--- src/ebtec_consts.vh ---
// constants for the eight bit timer/event counter channel
// assumes a single system clock; count clock derived inside the block from the prescaler or from event pin edges
`ifndef EBTEC_CONSTS_VH
`define EBTEC_CONSTS_VH
// register indices on the plain register port
`define EBTEC_ADDR_COUNT   2'h0
`define EBTEC_ADDR_CMP     2'h1
`define EBTEC_ADDR_CLKSEL  2'h2
`define EBTEC_ADDR_MODE    2'h3
// mode control field positions
`define EBTEC_MODE_OE      0
`define EBTEC_MODE_LEVEL   1
`define EBTEC_MODE_CLR     2
`define EBTEC_MODE_SET     3
`define EBTEC_MODE_PWM     6
`define EBTEC_MODE_EN      7
// mode bits that are stored; bits 5,4 and the set/clear actions are not
`define EBTEC_MODE_MASK    8'hC3
// reset values
`define EBTEC_RST_MODE     8'h00
`define EBTEC_RST_CMP      8'h00
`define EBTEC_RST_CLKSEL   3'h0
// clock select codes
`define EBTEC_SEL_EV_FALL  3'h0
`define EBTEC_SEL_EV_RISE  3'h1
`endif

--- src/ebtec_timer.v ---
// one eight bit timer/event counter channel with register port
// assumes event pin is asynchronous; register port is on sys_clk_in
// count clock is a one-cycle tick enable, never a separate clock net
// read data stand for one cycle only and read zero otherwise
// Behaviour
// - clear on match, keep counting, interrupt
// - match period is compare plus one
// - enable bit set starts counting
// - event mode counts selected pin edges
// - select 00H falling, 01H rising
// - event mode match clears and interrupts
// - clock select bits 0..2 pick clock
// - square wave toggles output on match
// - square frequency over twice compare-plus-one
// - set/clear bits force output flip-flop
// - mode bit 6 selects PWM
// - bit 1 selects PWM active level
// - bit 0 enables output pin
// - inactive until overflow, active until match
// - PWM period 256, width compare
// - stop in PWM gives inactive output
// - PWM compare buffered until overflow
// - compare read returns newest write
// - first match may be one clock late
//
// Added by the designer: the plain strobed port and the register addresses.
`timescale 1ns/1ps
`include "ebtec_consts.vh"

module ebtec_timer #(
  parameter DIV_WIDTH = 10
) (
  input  wire       sys_clk_in,
  input  wire       rst_n_in,
  // plain register port
  input  wire [1:0] reg_addr_in,
  input  wire [7:0] reg_wdata_in,
  input  wire       reg_wr_in,
  input  wire       reg_rd_in,
  // far side event pin, asynchronous
  input  wire       event_input_pin_in,
  // all outputs straight from flip-flops
  output reg  [7:0] reg_rdata_out,
  output reg        match_interrupt_request_out,
  output reg        timer_output_pin_out
);

  // software-visible control state
  reg [7:0]           counter_mode_control_reg_r;
  reg [2:0]           count_clock_select_reg_r;

  // compare pair; the active copy lags a write made while pwm runs
  reg [7:0]           compare_value_reg_r;   // value seen by software
  reg [7:0]           compare_active_r;      // value used by the comparator
  reg                 compare_pending_r;

  // counting state and the output flip-flop
  reg [7:0]           event_counter_value_r;
  reg                 out_ff_r;

  // free-running divider behind the internal count clocks
  reg [DIV_WIDTH-1:0] prescale_r;

  // event pin synchroniser and edge memory
  reg                 ev_sync1_r;
  reg                 ev_sync2_r;
  reg                 ev_prev_r;

  wire count_enable_bit     = counter_mode_control_reg_r[`EBTEC_MODE_EN];
  wire pwm_mode_select_bit  = counter_mode_control_reg_r[`EBTEC_MODE_PWM];
  wire invert_or_active_level_bit = counter_mode_control_reg_r[`EBTEC_MODE_LEVEL];
  wire output_enable_bit    = counter_mode_control_reg_r[`EBTEC_MODE_OE];

  // register index decode, shared by every write strobe
  function addr_is;
    input [1:0] addr;
    input [1:0] idx;
    begin
      addr_is = (addr == idx);
    end
  endfunction

  // internal prescaler tap select; code 0 and 1 are pin edges
  // codes 3 to 7 tick on the falling edge of their divider bit, one cycle wide; code 2 ticks every cycle
  function tap_pick;
    input [2:0]           sel;
    input [DIV_WIDTH-1:0] pre;
    input [DIV_WIDTH-1:0] pre_nxt;
    begin
      case (sel)
        3'h2:    tap_pick = 1'b1;
        3'h3:    tap_pick = pre[1] & ~pre_nxt[1];
        3'h4:    tap_pick = pre[3] & ~pre_nxt[3];
        3'h5:    tap_pick = pre[5] & ~pre_nxt[5];
        3'h6:    tap_pick = pre[7] & ~pre_nxt[7];
        default: tap_pick = pre[DIV_WIDTH-1] & ~pre_nxt[DIV_WIDTH-1];
      endcase
    end
  endfunction

  wire [DIV_WIDTH-1:0] prescale_nxt = prescale_r + {{(DIV_WIDTH-1){1'b0}}, 1'b1};
  wire ev_rise = ev_sync2_r & ~ev_prev_r;
  wire ev_fall = ~ev_sync2_r & ev_prev_r;

  reg count_tick;
  // pin edges and divider taps share one tick so counting logic is common
  always @* begin
    if (count_clock_select_reg_r == `EBTEC_SEL_EV_FALL) begin
      count_tick = ev_fall;
    end else if (count_clock_select_reg_r == `EBTEC_SEL_EV_RISE) begin
      count_tick = ev_rise;
    end else begin
      count_tick = tap_pick(count_clock_select_reg_r, prescale_r, prescale_nxt);
    end
  end

  wire match_hit = count_enable_bit & count_tick & ~pwm_mode_select_bit &
                   (event_counter_value_r == compare_active_r);
  wire overflow  = count_enable_bit & count_tick & pwm_mode_select_bit &
                   (event_counter_value_r == 8'hFF);
  // pwm compare match, raises the request only
  wire pwm_match = count_enable_bit & count_tick & pwm_mode_select_bit &
                   (event_counter_value_r == compare_active_r);

  // counter value one tick ahead, wraps in eight bits on purpose
  wire [7:0] count_plus1 = event_counter_value_r + 8'h01;

  // end the phase one tick early so it spans exactly N ticks
  wire pwm_fall  = count_enable_bit & count_tick & pwm_mode_select_bit &
                   (count_plus1 == compare_active_r);

  // compare that governs the phase opened at this overflow
  // a zero taken over at the wrap must keep the pin inactive
  wire [7:0] cmp_next = (overflow && compare_pending_r) ? compare_value_reg_r :
                        compare_active_r;

  // write strobes per register
  wire wr_mode   = reg_wr_in & addr_is(reg_addr_in, `EBTEC_ADDR_MODE);
  wire wr_cmp    = reg_wr_in & addr_is(reg_addr_in, `EBTEC_ADDR_CMP);
  wire wr_clksel = reg_wr_in & addr_is(reg_addr_in, `EBTEC_ADDR_CLKSEL);

  // only the stored mode bits survive a write
  wire [7:0] mode_store = reg_wdata_in & `EBTEC_MODE_MASK;

  // set/clear are write actions; both at once changes nothing
  wire force_set = wr_mode & reg_wdata_in[`EBTEC_MODE_SET] &
                   ~reg_wdata_in[`EBTEC_MODE_CLR];
  wire force_clr = wr_mode & reg_wdata_in[`EBTEC_MODE_CLR] &
                   ~reg_wdata_in[`EBTEC_MODE_SET];

  // event pin two-stage synchroniser, edge from second stage only
  // reset to the pin's idle low level so no false edge follows reset
  // costs three cycles of latency on every event edge
  always @(posedge sys_clk_in) begin
    if (!rst_n_in) begin
      ev_sync1_r <= 1'b0;
      ev_sync2_r <= 1'b0;
      ev_prev_r  <= 1'b0;
    end else begin
      ev_sync1_r <= event_input_pin_in;
      ev_sync2_r <= ev_sync1_r;
      ev_prev_r  <= ev_sync2_r;
    end
  end

  // free-running prescaler; start is not aligned to it
  // never restarted by software, so the first tick may come late
  // start phase vs count clock
  always @(posedge sys_clk_in) begin
    if (!rst_n_in) begin
      prescale_r <= {DIV_WIDTH{1'b0}};
    end else begin
      prescale_r <= prescale_nxt;
    end
  end

  // control registers; set/clear bits are write actions, not stored
  // a clock select change while running takes effect at the next tick
  always @(posedge sys_clk_in) begin
    if (!rst_n_in) begin
      counter_mode_control_reg_r <= `EBTEC_RST_MODE;
      count_clock_select_reg_r   <= `EBTEC_RST_CLKSEL;
    end else begin
      if (wr_mode) begin
        counter_mode_control_reg_r <= mode_store;
      end
      if (wr_clksel) begin
        count_clock_select_reg_r <= reg_wdata_in[2:0];
      end
    end
  end

  // buffered compare in PWM mode
  // a write in the overflow cycle wins; the transfer waits a period
  // stopped or non-pwm writes load the comparator at once
  always @(posedge sys_clk_in) begin
    if (!rst_n_in) begin
      compare_value_reg_r <= `EBTEC_RST_CMP;
      compare_active_r    <= `EBTEC_RST_CMP;
      compare_pending_r   <= 1'b0;
    end else begin
      if (wr_cmp) begin
        compare_value_reg_r <= reg_wdata_in;
      end
      if (wr_cmp && (!pwm_mode_select_bit || !count_enable_bit)) begin
        compare_active_r  <= reg_wdata_in;
        compare_pending_r <= 1'b0;
      end else if (wr_cmp) begin
        compare_pending_r <= 1'b1;
      end else if (overflow && compare_pending_r) begin
        compare_active_r  <= compare_value_reg_r;
        compare_pending_r <= 1'b0;
      end
    end
  end

  // counter
  // clear-and-start in timer modes, free wrap in pwm mode
  always @(posedge sys_clk_in) begin
    if (!rst_n_in) begin
      event_counter_value_r <= 8'h00;
    end else if (!count_enable_bit) begin
      event_counter_value_r <= 8'h00;
    end else if (match_hit) begin
      // clear on match gives N+1 period
      event_counter_value_r <= 8'h00;
    end else if (count_tick) begin
      // free run wraps every 256 ticks
      event_counter_value_r <= event_counter_value_r + 8'h01;
    end
  end

  // interrupt pulse on match, one system clock wide
  // the request is a pulse, software keeps no flag here
  always @(posedge sys_clk_in) begin
    if (!rst_n_in) begin
      match_interrupt_request_out <= 1'b0;
    end else begin
      match_interrupt_request_out <= match_hit | pwm_match;
    end
  end

  // output flip-flop: force, toggle, or PWM phase
  // set/clear ignored in pwm mode, where the phase owns the flip-flop
  always @(posedge sys_clk_in) begin
    if (!rst_n_in) begin
      out_ff_r <= 1'b0;
    end else if (pwm_mode_select_bit) begin
      if (!count_enable_bit) begin
        // inactive when stopped or before overflow
        out_ff_r <= 1'b0;
      end else if (overflow && cmp_next != 8'h00) begin
        out_ff_r <= 1'b1;
      end else if (pwm_fall) begin
        // active phase ends after N ticks
        out_ff_r <= 1'b0;
      end
    end else if (force_set) begin
      out_ff_r <= 1'b1;
    end else if (force_clr) begin
      out_ff_r <= 1'b0;
    end else if (match_hit && invert_or_active_level_bit) begin
      // toggle per match, half period N+1
      out_ff_r <= ~out_ff_r;
    end
  end

  // pin drive; disabled output reads low
  // in pwm mode the level bit acts at once, whether or not the counter runs
  always @(posedge sys_clk_in) begin
    if (!rst_n_in) begin
      timer_output_pin_out <= 1'b0;
    end else if (!output_enable_bit) begin
      timer_output_pin_out <= 1'b0;
    end else if (pwm_mode_select_bit) begin
      timer_output_pin_out <= out_ff_r ^ invert_or_active_level_bit;
    end else begin
      timer_output_pin_out <= out_ff_r;
    end
  end

  // read port, data one cycle after strobe; set/clear read zero
  // compare reads the newest write, not the value in use
  always @(posedge sys_clk_in) begin
    if (!rst_n_in) begin
      reg_rdata_out <= 8'h00;
    end else if (reg_rd_in) begin
      if (reg_addr_in == `EBTEC_ADDR_COUNT) begin
        reg_rdata_out <= event_counter_value_r;
      end else if (reg_addr_in == `EBTEC_ADDR_CMP) begin
        reg_rdata_out <= compare_value_reg_r;
      end else if (reg_addr_in == `EBTEC_ADDR_CLKSEL) begin
        reg_rdata_out <= {5'h00, count_clock_select_reg_r};
      end else begin
        reg_rdata_out <= counter_mode_control_reg_r;
      end
    end else begin
      reg_rdata_out <= 8'h00;
    end
  end

endmodule // ebtec_timer

--- config.mk ---
export PLATFORM = sky130hd
export DESIGN_NAME = ebtec_timer
export DESIGN_NICKNAME = d
export VERILOG_FILES = /design/src/ebtec_timer.v
export VERILOG_INCLUDE_DIRS = /design/src
export SDC_FILE = /design/constraint.sdc
export NUM_CORES = 1
export LEC_CHECK = 0
export BUFFER_PORTS_ARGS = -buffer_cell sky130_fd_sc_hd__buf_2
export CORE_ASPECT_RATIO = 1.25
export CORE_UTILIZATION = 40
export DETAILED_ROUTE_END_ITERATION = 16
export PLACE_DENSITY = 0.7
export SYNTH_ARGS = -nofsm -noshare
export SYNTH_HDL_FRONTEND = slang
export SYNTH_SLANG_ARGS = --single-unit
--- constraint.sdc ---
create_clock -name sys_clk_in -period 2.7 [get_ports sys_clk_in]
set_input_delay 0.54 -clock sys_clk_in [delete_from_list [all_inputs] [get_ports sys_clk_in]]
set_output_delay 0.54 -clock sys_clk_in [all_outputs]
set_load 0.05 [all_outputs]
==> results of run 1 <==
[cell families after synthesis]
group                      Yosys count
DFF                                 56
xor gates and xnor gates            26
buffers and inverters               18
AOI/OAI and AO/OA                   44
adders and majority gates            7
and+or+nand+nor                    138
muxes                               15
[critical path: stages (launching register included)]
cell	delay, ns
dfxtp_2	0.35
and3_4	0.19
and3_4	0.18
and3_4	0.17
ha_1	0.17
mux4_2	0.48
mux2_4	0.34
a41oi_2	0.19
a21oi_2	0.05
mux2_4	0.31
a211oi_2	0.14
[layout make-up]
class | instances | area, µm² | area share
Timing Repair Buffer | 33 | 188 | 0.0615
Sequential cell | 56 | 1120 | 0.368
Tap cell | 87 | 109 | 0.0356
Multi-Input combinational cell | 230 | 1520 | 0.499
Inverter | 5 | 18.8 | 0.00615
Clock inverter | 3 | 22.5 | 0.00737
Clock buffer | 5 | 68.8 | 0.0225
[cell usage after synthesis (2+ instances only)]
| cell | instances | share of area |
|---|---|---|
| a21o_1 | 2 | 0.0056 |
| a21oi_1 | 19 | 0.035 |
| a31oi_1 | 3 | 0.0069 |
| and2_1 | 9 | 0.021 |
| and3_1 | 7 | 0.016 |
| buf_2 | 3 | 0.0056 |
| buf_4 | 3 | 0.0083 |
| clkbuf_1 | 6 | 0.0083 |
| dfxtp_1 | 56 | 0.41 |
| ha_1 | 7 | 0.032 |
| inv_1 | 5 | 0.0069 |
| mux2_4 | 2 | 0.011 |
| mux2i_1 | 10 | 0.037 |
| mux4_2 | 3 | 0.025 |
| nand2_1 | 40 | 0.056 |
| nand3_1 | 9 | 0.017 |
| nand4_1 | 5 | 0.012 |
| nor2_1 | 45 | 0.062 |
| nor2b_1 | 4 | 0.0093 |
| nor3_1 | 8 | 0.015 |
| nor4_1 | 3 | 0.0069 |
| o21ai_0 | 2 | 0.0037 |
| o221ai_1 | 9 | 0.029 |
| or4_1 | 2 | 0.0056 |
| xnor2_1 | 13 | 0.042 |
| xor2_1 | 12 | 0.039 |
[sequential cells by signal, indices dropped and copies added (netlist names)]
| name | count |
|---|---|
| compare_pending_r | 1 |
| ev_prev_r | 1 |
| counter_mode_control_reg_r | 4 |
| count_clock_select_reg_r | 3 |
| ev_sync1_r | 1 |
| reg_rdata_out | 8 |
| compare_active_r | 8 |
| out_ff_r | 1 |
| prescale_r | 10 |
| compare_value_reg_r | 8 |
| event_counter_value_r | 8 |
| ev_sync2_r | 1 |
| timer_output_pin_out | 1 |
| match_interrupt_request_out | 1 |
[metal layers]
layer / vias to the layer above / global-route usage / part of all wire
li1: 1116 / - / -
met1: 1053 / 0.229 / 0.42
met2: 58 / 0.321 / 0.50
met3: 25 / 0.0300 / 0.038
met4: 0 / 0.100 / 0.044
met5: - / 0 / 0
[power by group]
| group | switching [mW] | internal [mW] | total (mW) |
|---|---|---|---|
| clock | 0.280 | 0.187 | 0.466 |
| combinational | 0.0873 | 0.0618 | 0.149 |
| sequential | 0.0208 | 0.847 | 0.868 |
| total | 0.388 | 1.10 | 1.48 |
[repair_timing]
action,CTS,global route
hold buffers,0,0
gates resized for setup,0,8
endpoints found under the setup margin,0,9
[path summary, 6_finish.rpt]
kind / to / start / slack (ns)
setup / recovery: out_ff_r / prescale_r[4] / 0.08
hold / removal: ev_sync1_r / event_input_pin_in / 0.43
hold reg to reg: ev_sync2_r / ev_sync1_r / 0.44
setup reg to reg: out_ff_r / prescale_r[4] / 0.08
[through the flow]
step / cell area, µm² / util / hold WS (ns) / setup slack (ns)
2_1_floorplan: 2700 / - / 0.412 / 0.187
3_3_place_gp: 2940 / 0.447 / 0.419 / 0.0915
3_5_place_dp: 2940 / 0.447 / 0.419 / 0.0272
4_1_cts: 3030 / 0.461 / 0.424 / 0.00540
5_1_grt: 3050 / 0.465 / 0.434 / -0.00171
6_report: 3050 / 0.465 / 0.435 / 0.0766
==> impl_metrics.yaml, run 1 <==
yosys:
  yosysWarnings: 0
  synth_xor_area_frac: 0.0870
  synth_fa_ha_area_frac: 0.0324
  syn-cell-area_um2: 2700
  synth_cell_types: 43
  avgSynthCellArea_um2: 8.89
  synth-edff-count: 0
  synthMuxAreaShare: 0.0731
  async_flop_share: 0
  ys_seq_area_frac: 0.415
  netlist_instances: 304
  yosys.area_share.simple: 0.242
  synthFlopType: "dfxtp_1"
  synth_top_family_by_area: "simple AND/OR/NAND/NOR gates"
  synth_compound_area_frac: 0.120
  syn-num-nets: 326
  ys_seq_elements: 56
setup_path:
  r2r_cells: 10
  worstPathMaxFanout: 4
  worstPathRequired_ns: 2.94
  cp.arrival_ns: 2.87
  worstSetupStartpointType: "flip-flop"
  path_class: "reg2reg"
  critPathCaptureType: "flip-flop"
cts:
  cts_buffer_depth: 2
  cts_buffers: 5
  worstSkewPairLatency_ns: 0.32
  post_cts_buffers: 0
  cts.clk_slew.worst_paths_ns: 0.11
  cts.sinks: 56
  h-tree-depth: 2
  root_buffer: "clkbuf_8"
  cts_tree: "yes"
placement:
  dp_hpwl_um: 4720
  place.gp.congestion: 0.916
  dp.cells: 411
  portBuffers: 24
global_route:
  grt_pass1_vias: 2123
  grt_use_total: 0.191
  grt_overflow: 0
  grt_pass1_wl_um: 10200
  antenna_found_initial: 0
  grt_max_degree: 24
power:
  power_mw: 1.48
  leakage_nw: 1.21
  ir_worst_vdd_mv: 0.260
  p_per_area_nw_per_um2: 486
floorplan:
  fp.dieArea_um2: 7090
  die_y_um: 93.9
  rows: 33
  start_util: 0.412
  die_x_um: 75.5
  ios: 25
  coreArea_um2: 6570
cells_and_area:
  antenna-diode-count: 0
  final_common_cell: "dfxtp_1"
  nets: 353
  stdcell_count: 419
  layout_common_cells: "dfxtp_1, nor2_1, nand2_1"
  drive_gt1_frac: 0.184
  fillers: 630
  area_growth_pct: 13.0
drt:
  antenna_left: 0
  drt_iter0_markers: 121
  wire_per_inst_um: 14.9
  drc: 0
  drtPass1Iterations: 5
  dr_total_vias: 2252
  finalWirelength_um: 6240
  routed_via_density: 5.37
timing:
  fmax_mhz: 381
  tightest_slew_ns: 0.769
  setup_violations: 0
  tns_ns: 0
  clock_skew_ns: 0.0153
  period_share: 0.972
  maxSlewHeadroom: 0.487
  period_minus_slack_ns: 2.62
  hold_viol_final: 0
  report.final.slew_viol_count: 0
run_status:
  outcome: "complete, no violations"
flow_run:
  drv_cap: 0
worst_hold_path:
  min_path_cells: 2
  hold_class: "in2reg"
Note: power is estimated with default switching activity, not from simulation.
==> run 2: changes to the inputs <==
Settings changed: SETUP_SLACK_MARGIN set to 0.15.
==> impl_metrics.yaml, run 2 (synthesis results as in run 1) <==
floorplan:
  ios: 25
  fp.dieArea_um2: 7090
  die_x_um: 75.5
  start_util: 0.412
  rows: 33
  coreArea_um2: 6570
  die_y_um: 93.9
placement:
  portBuffers: 24
  dp.cells: 411
  place_ws_ns: 0.0272
  place.gp.congestion: 0.916
  dp_hpwl_um: 4720
cells_and_area:
  final_common_cell: "dfxtp_1"
  largest_register: "prescale_r"
  area_growth_pct: 16.8
  fillers: 617
  nets: 360
  largest_reg_flops: 10
  layout_common_cells: "dfxtp_1, nor2_1, nand2_1"
  antenna-diode-count: 0
  drive_gt1_frac: 0.218
  stdcell_count: 426
drt:
  routed_via_density: 5.39
  drt_iter0_markers: 145
  antenna_left: 0
  dr_total_vias: 2295
  drc: 0
  finalWirelength_um: 6480
  drtPass1Iterations: 5
  wire_per_inst_um: 15.2
setup_path:
  startpoint: "prescale_r[4]"
  path_class: "reg2reg"
  worstPathMaxFanout: 4
  cp.arrival_ns: 2.78
  critPathCaptureType: "flip-flop"
  rrSetupSlack_ns: 0.16
  worstSetupStartpointType: "flip-flop"
  worstPathRequired_ns: 2.94
  r2r_start: "prescale_r[4]"
timing:
  period_share: 0.940
  worst_slack_ns: 0.162
  maxSlewHeadroom: 0.494
  rsz0062_at_grt: "yes"
  fmax_mhz: 394
  report.final.slew_viol_count: 0
  tns_ns: 0
  clock_skew_ns: 0.0129
  hold_ws_ns: 0.434
  tightest_slew_ns: 0.758
  period_minus_slack_ns: 2.54
  setup_violations: 0
  hold_viol_final: 0
cts:
  cts_buffer_depth: 2
  worstSkewPairLatency_ns: 0.31
  cts_buffers: 5
  root_buffer: "clkbuf_8"
  cts.clk_slew.worst_paths_ns: 0.11
  cts.sinks: 56
  cts-hold-fix-buffers: 0
  h-tree-depth: 2
  cts_tree: "yes"
global_route:
  grt_pass1_wl_um: 10600
  grt_overflow: 0
  grt_use_total: 0.198
  antenna_found_initial: 0
  grt_max_degree: 24
  grt_pass1_vias: 2182
run_status:
  outcome: "complete, no violations"
power:
  ir_worst_vdd_mv: 0.260
  p_per_area_nw_per_um2: 472
  leakage_nw: 1.26
worst_hold_path:
  min_from: "event_input_pin_in"
  hold_class: "in2reg"
flow_run:
  drv_cap: 0
[run 2: per-layer routing]
layer  global-route usage  share of wire  vias up
met5                    0              0        -
met2                0.341           0.51       68
met1                0.228           0.41     1075
met3               0.0333          0.038       20
li1                     -              -     1132
met4                0.102          0.035        0
[run 2: final timing paths]
| check | endpoint | cells after the start |
|---|---|---|
| worst max-delay path | out_ff_r | 10 |
| worst max register to register | out_ff_r | 10 |
| worst min register to register | ev_sync2_r | 1 |
| worst min-delay path | ev_sync1_r | 2 |
[run 2: power by group]
group | switching [mW] | total, mW | internal, mW
clock | 0.280 | 0.466 | 0.187
sequential | 0.0213 | 0.868 | 0.847
combinational | 0.0899 | 0.155 | 0.0649
total | 0.391 | 1.49 | 1.10
[run 2: timing repair]
item / 4_1_cts / 5_1_grt
gates cloned: 0 / 1
endpoints found under the setup margin: 9 / 16
setup buffers: 6 / 0
pin swaps: 4 / 4
hold endpoints to repair: 0 / 0
gates resized for setup: 11 / 6
[run 2: final cells by class]
cell class | count | area [µm²] | share of cell area
multi-input cells | 231 | 1580 | 0.500
flip-flops and latches | 56 | 1120 | 0.356
repair buffers | 39 | 233 | 0.0738
well taps | 87 | 109 | 0.0345
clock buffers | 5 | 68.8 | 0.0218
clock inverters | 3 | 22.5 | 0.00714
inverters | 5 | 18.8 | 0.00595
[run 2: per-stage QoR]
step	total power, mW	utilization	instance area [µm²]
final	1.49	0.481	3160
after CTS	1.50	0.474	3110
after global placement	1.03	0.447	2940
after floorplan	0.982	-	2700
after detailed placement	1.03	0.447	2940
after global routing	1.56	0.481	3160
[run 2: critical path, stage by stage, from the launching register on]
cell and delay [ns]:
dfxtp_2 0.34, and3_4 0.18, and3_4 0.17, and3_4 0.18, ha_4 0.14, mux4_2 0.47
mux2_4 0.32, a41oi_2 0.16, a21oi_2 0.05, mux2_4 0.31, a211oi_2 0.14
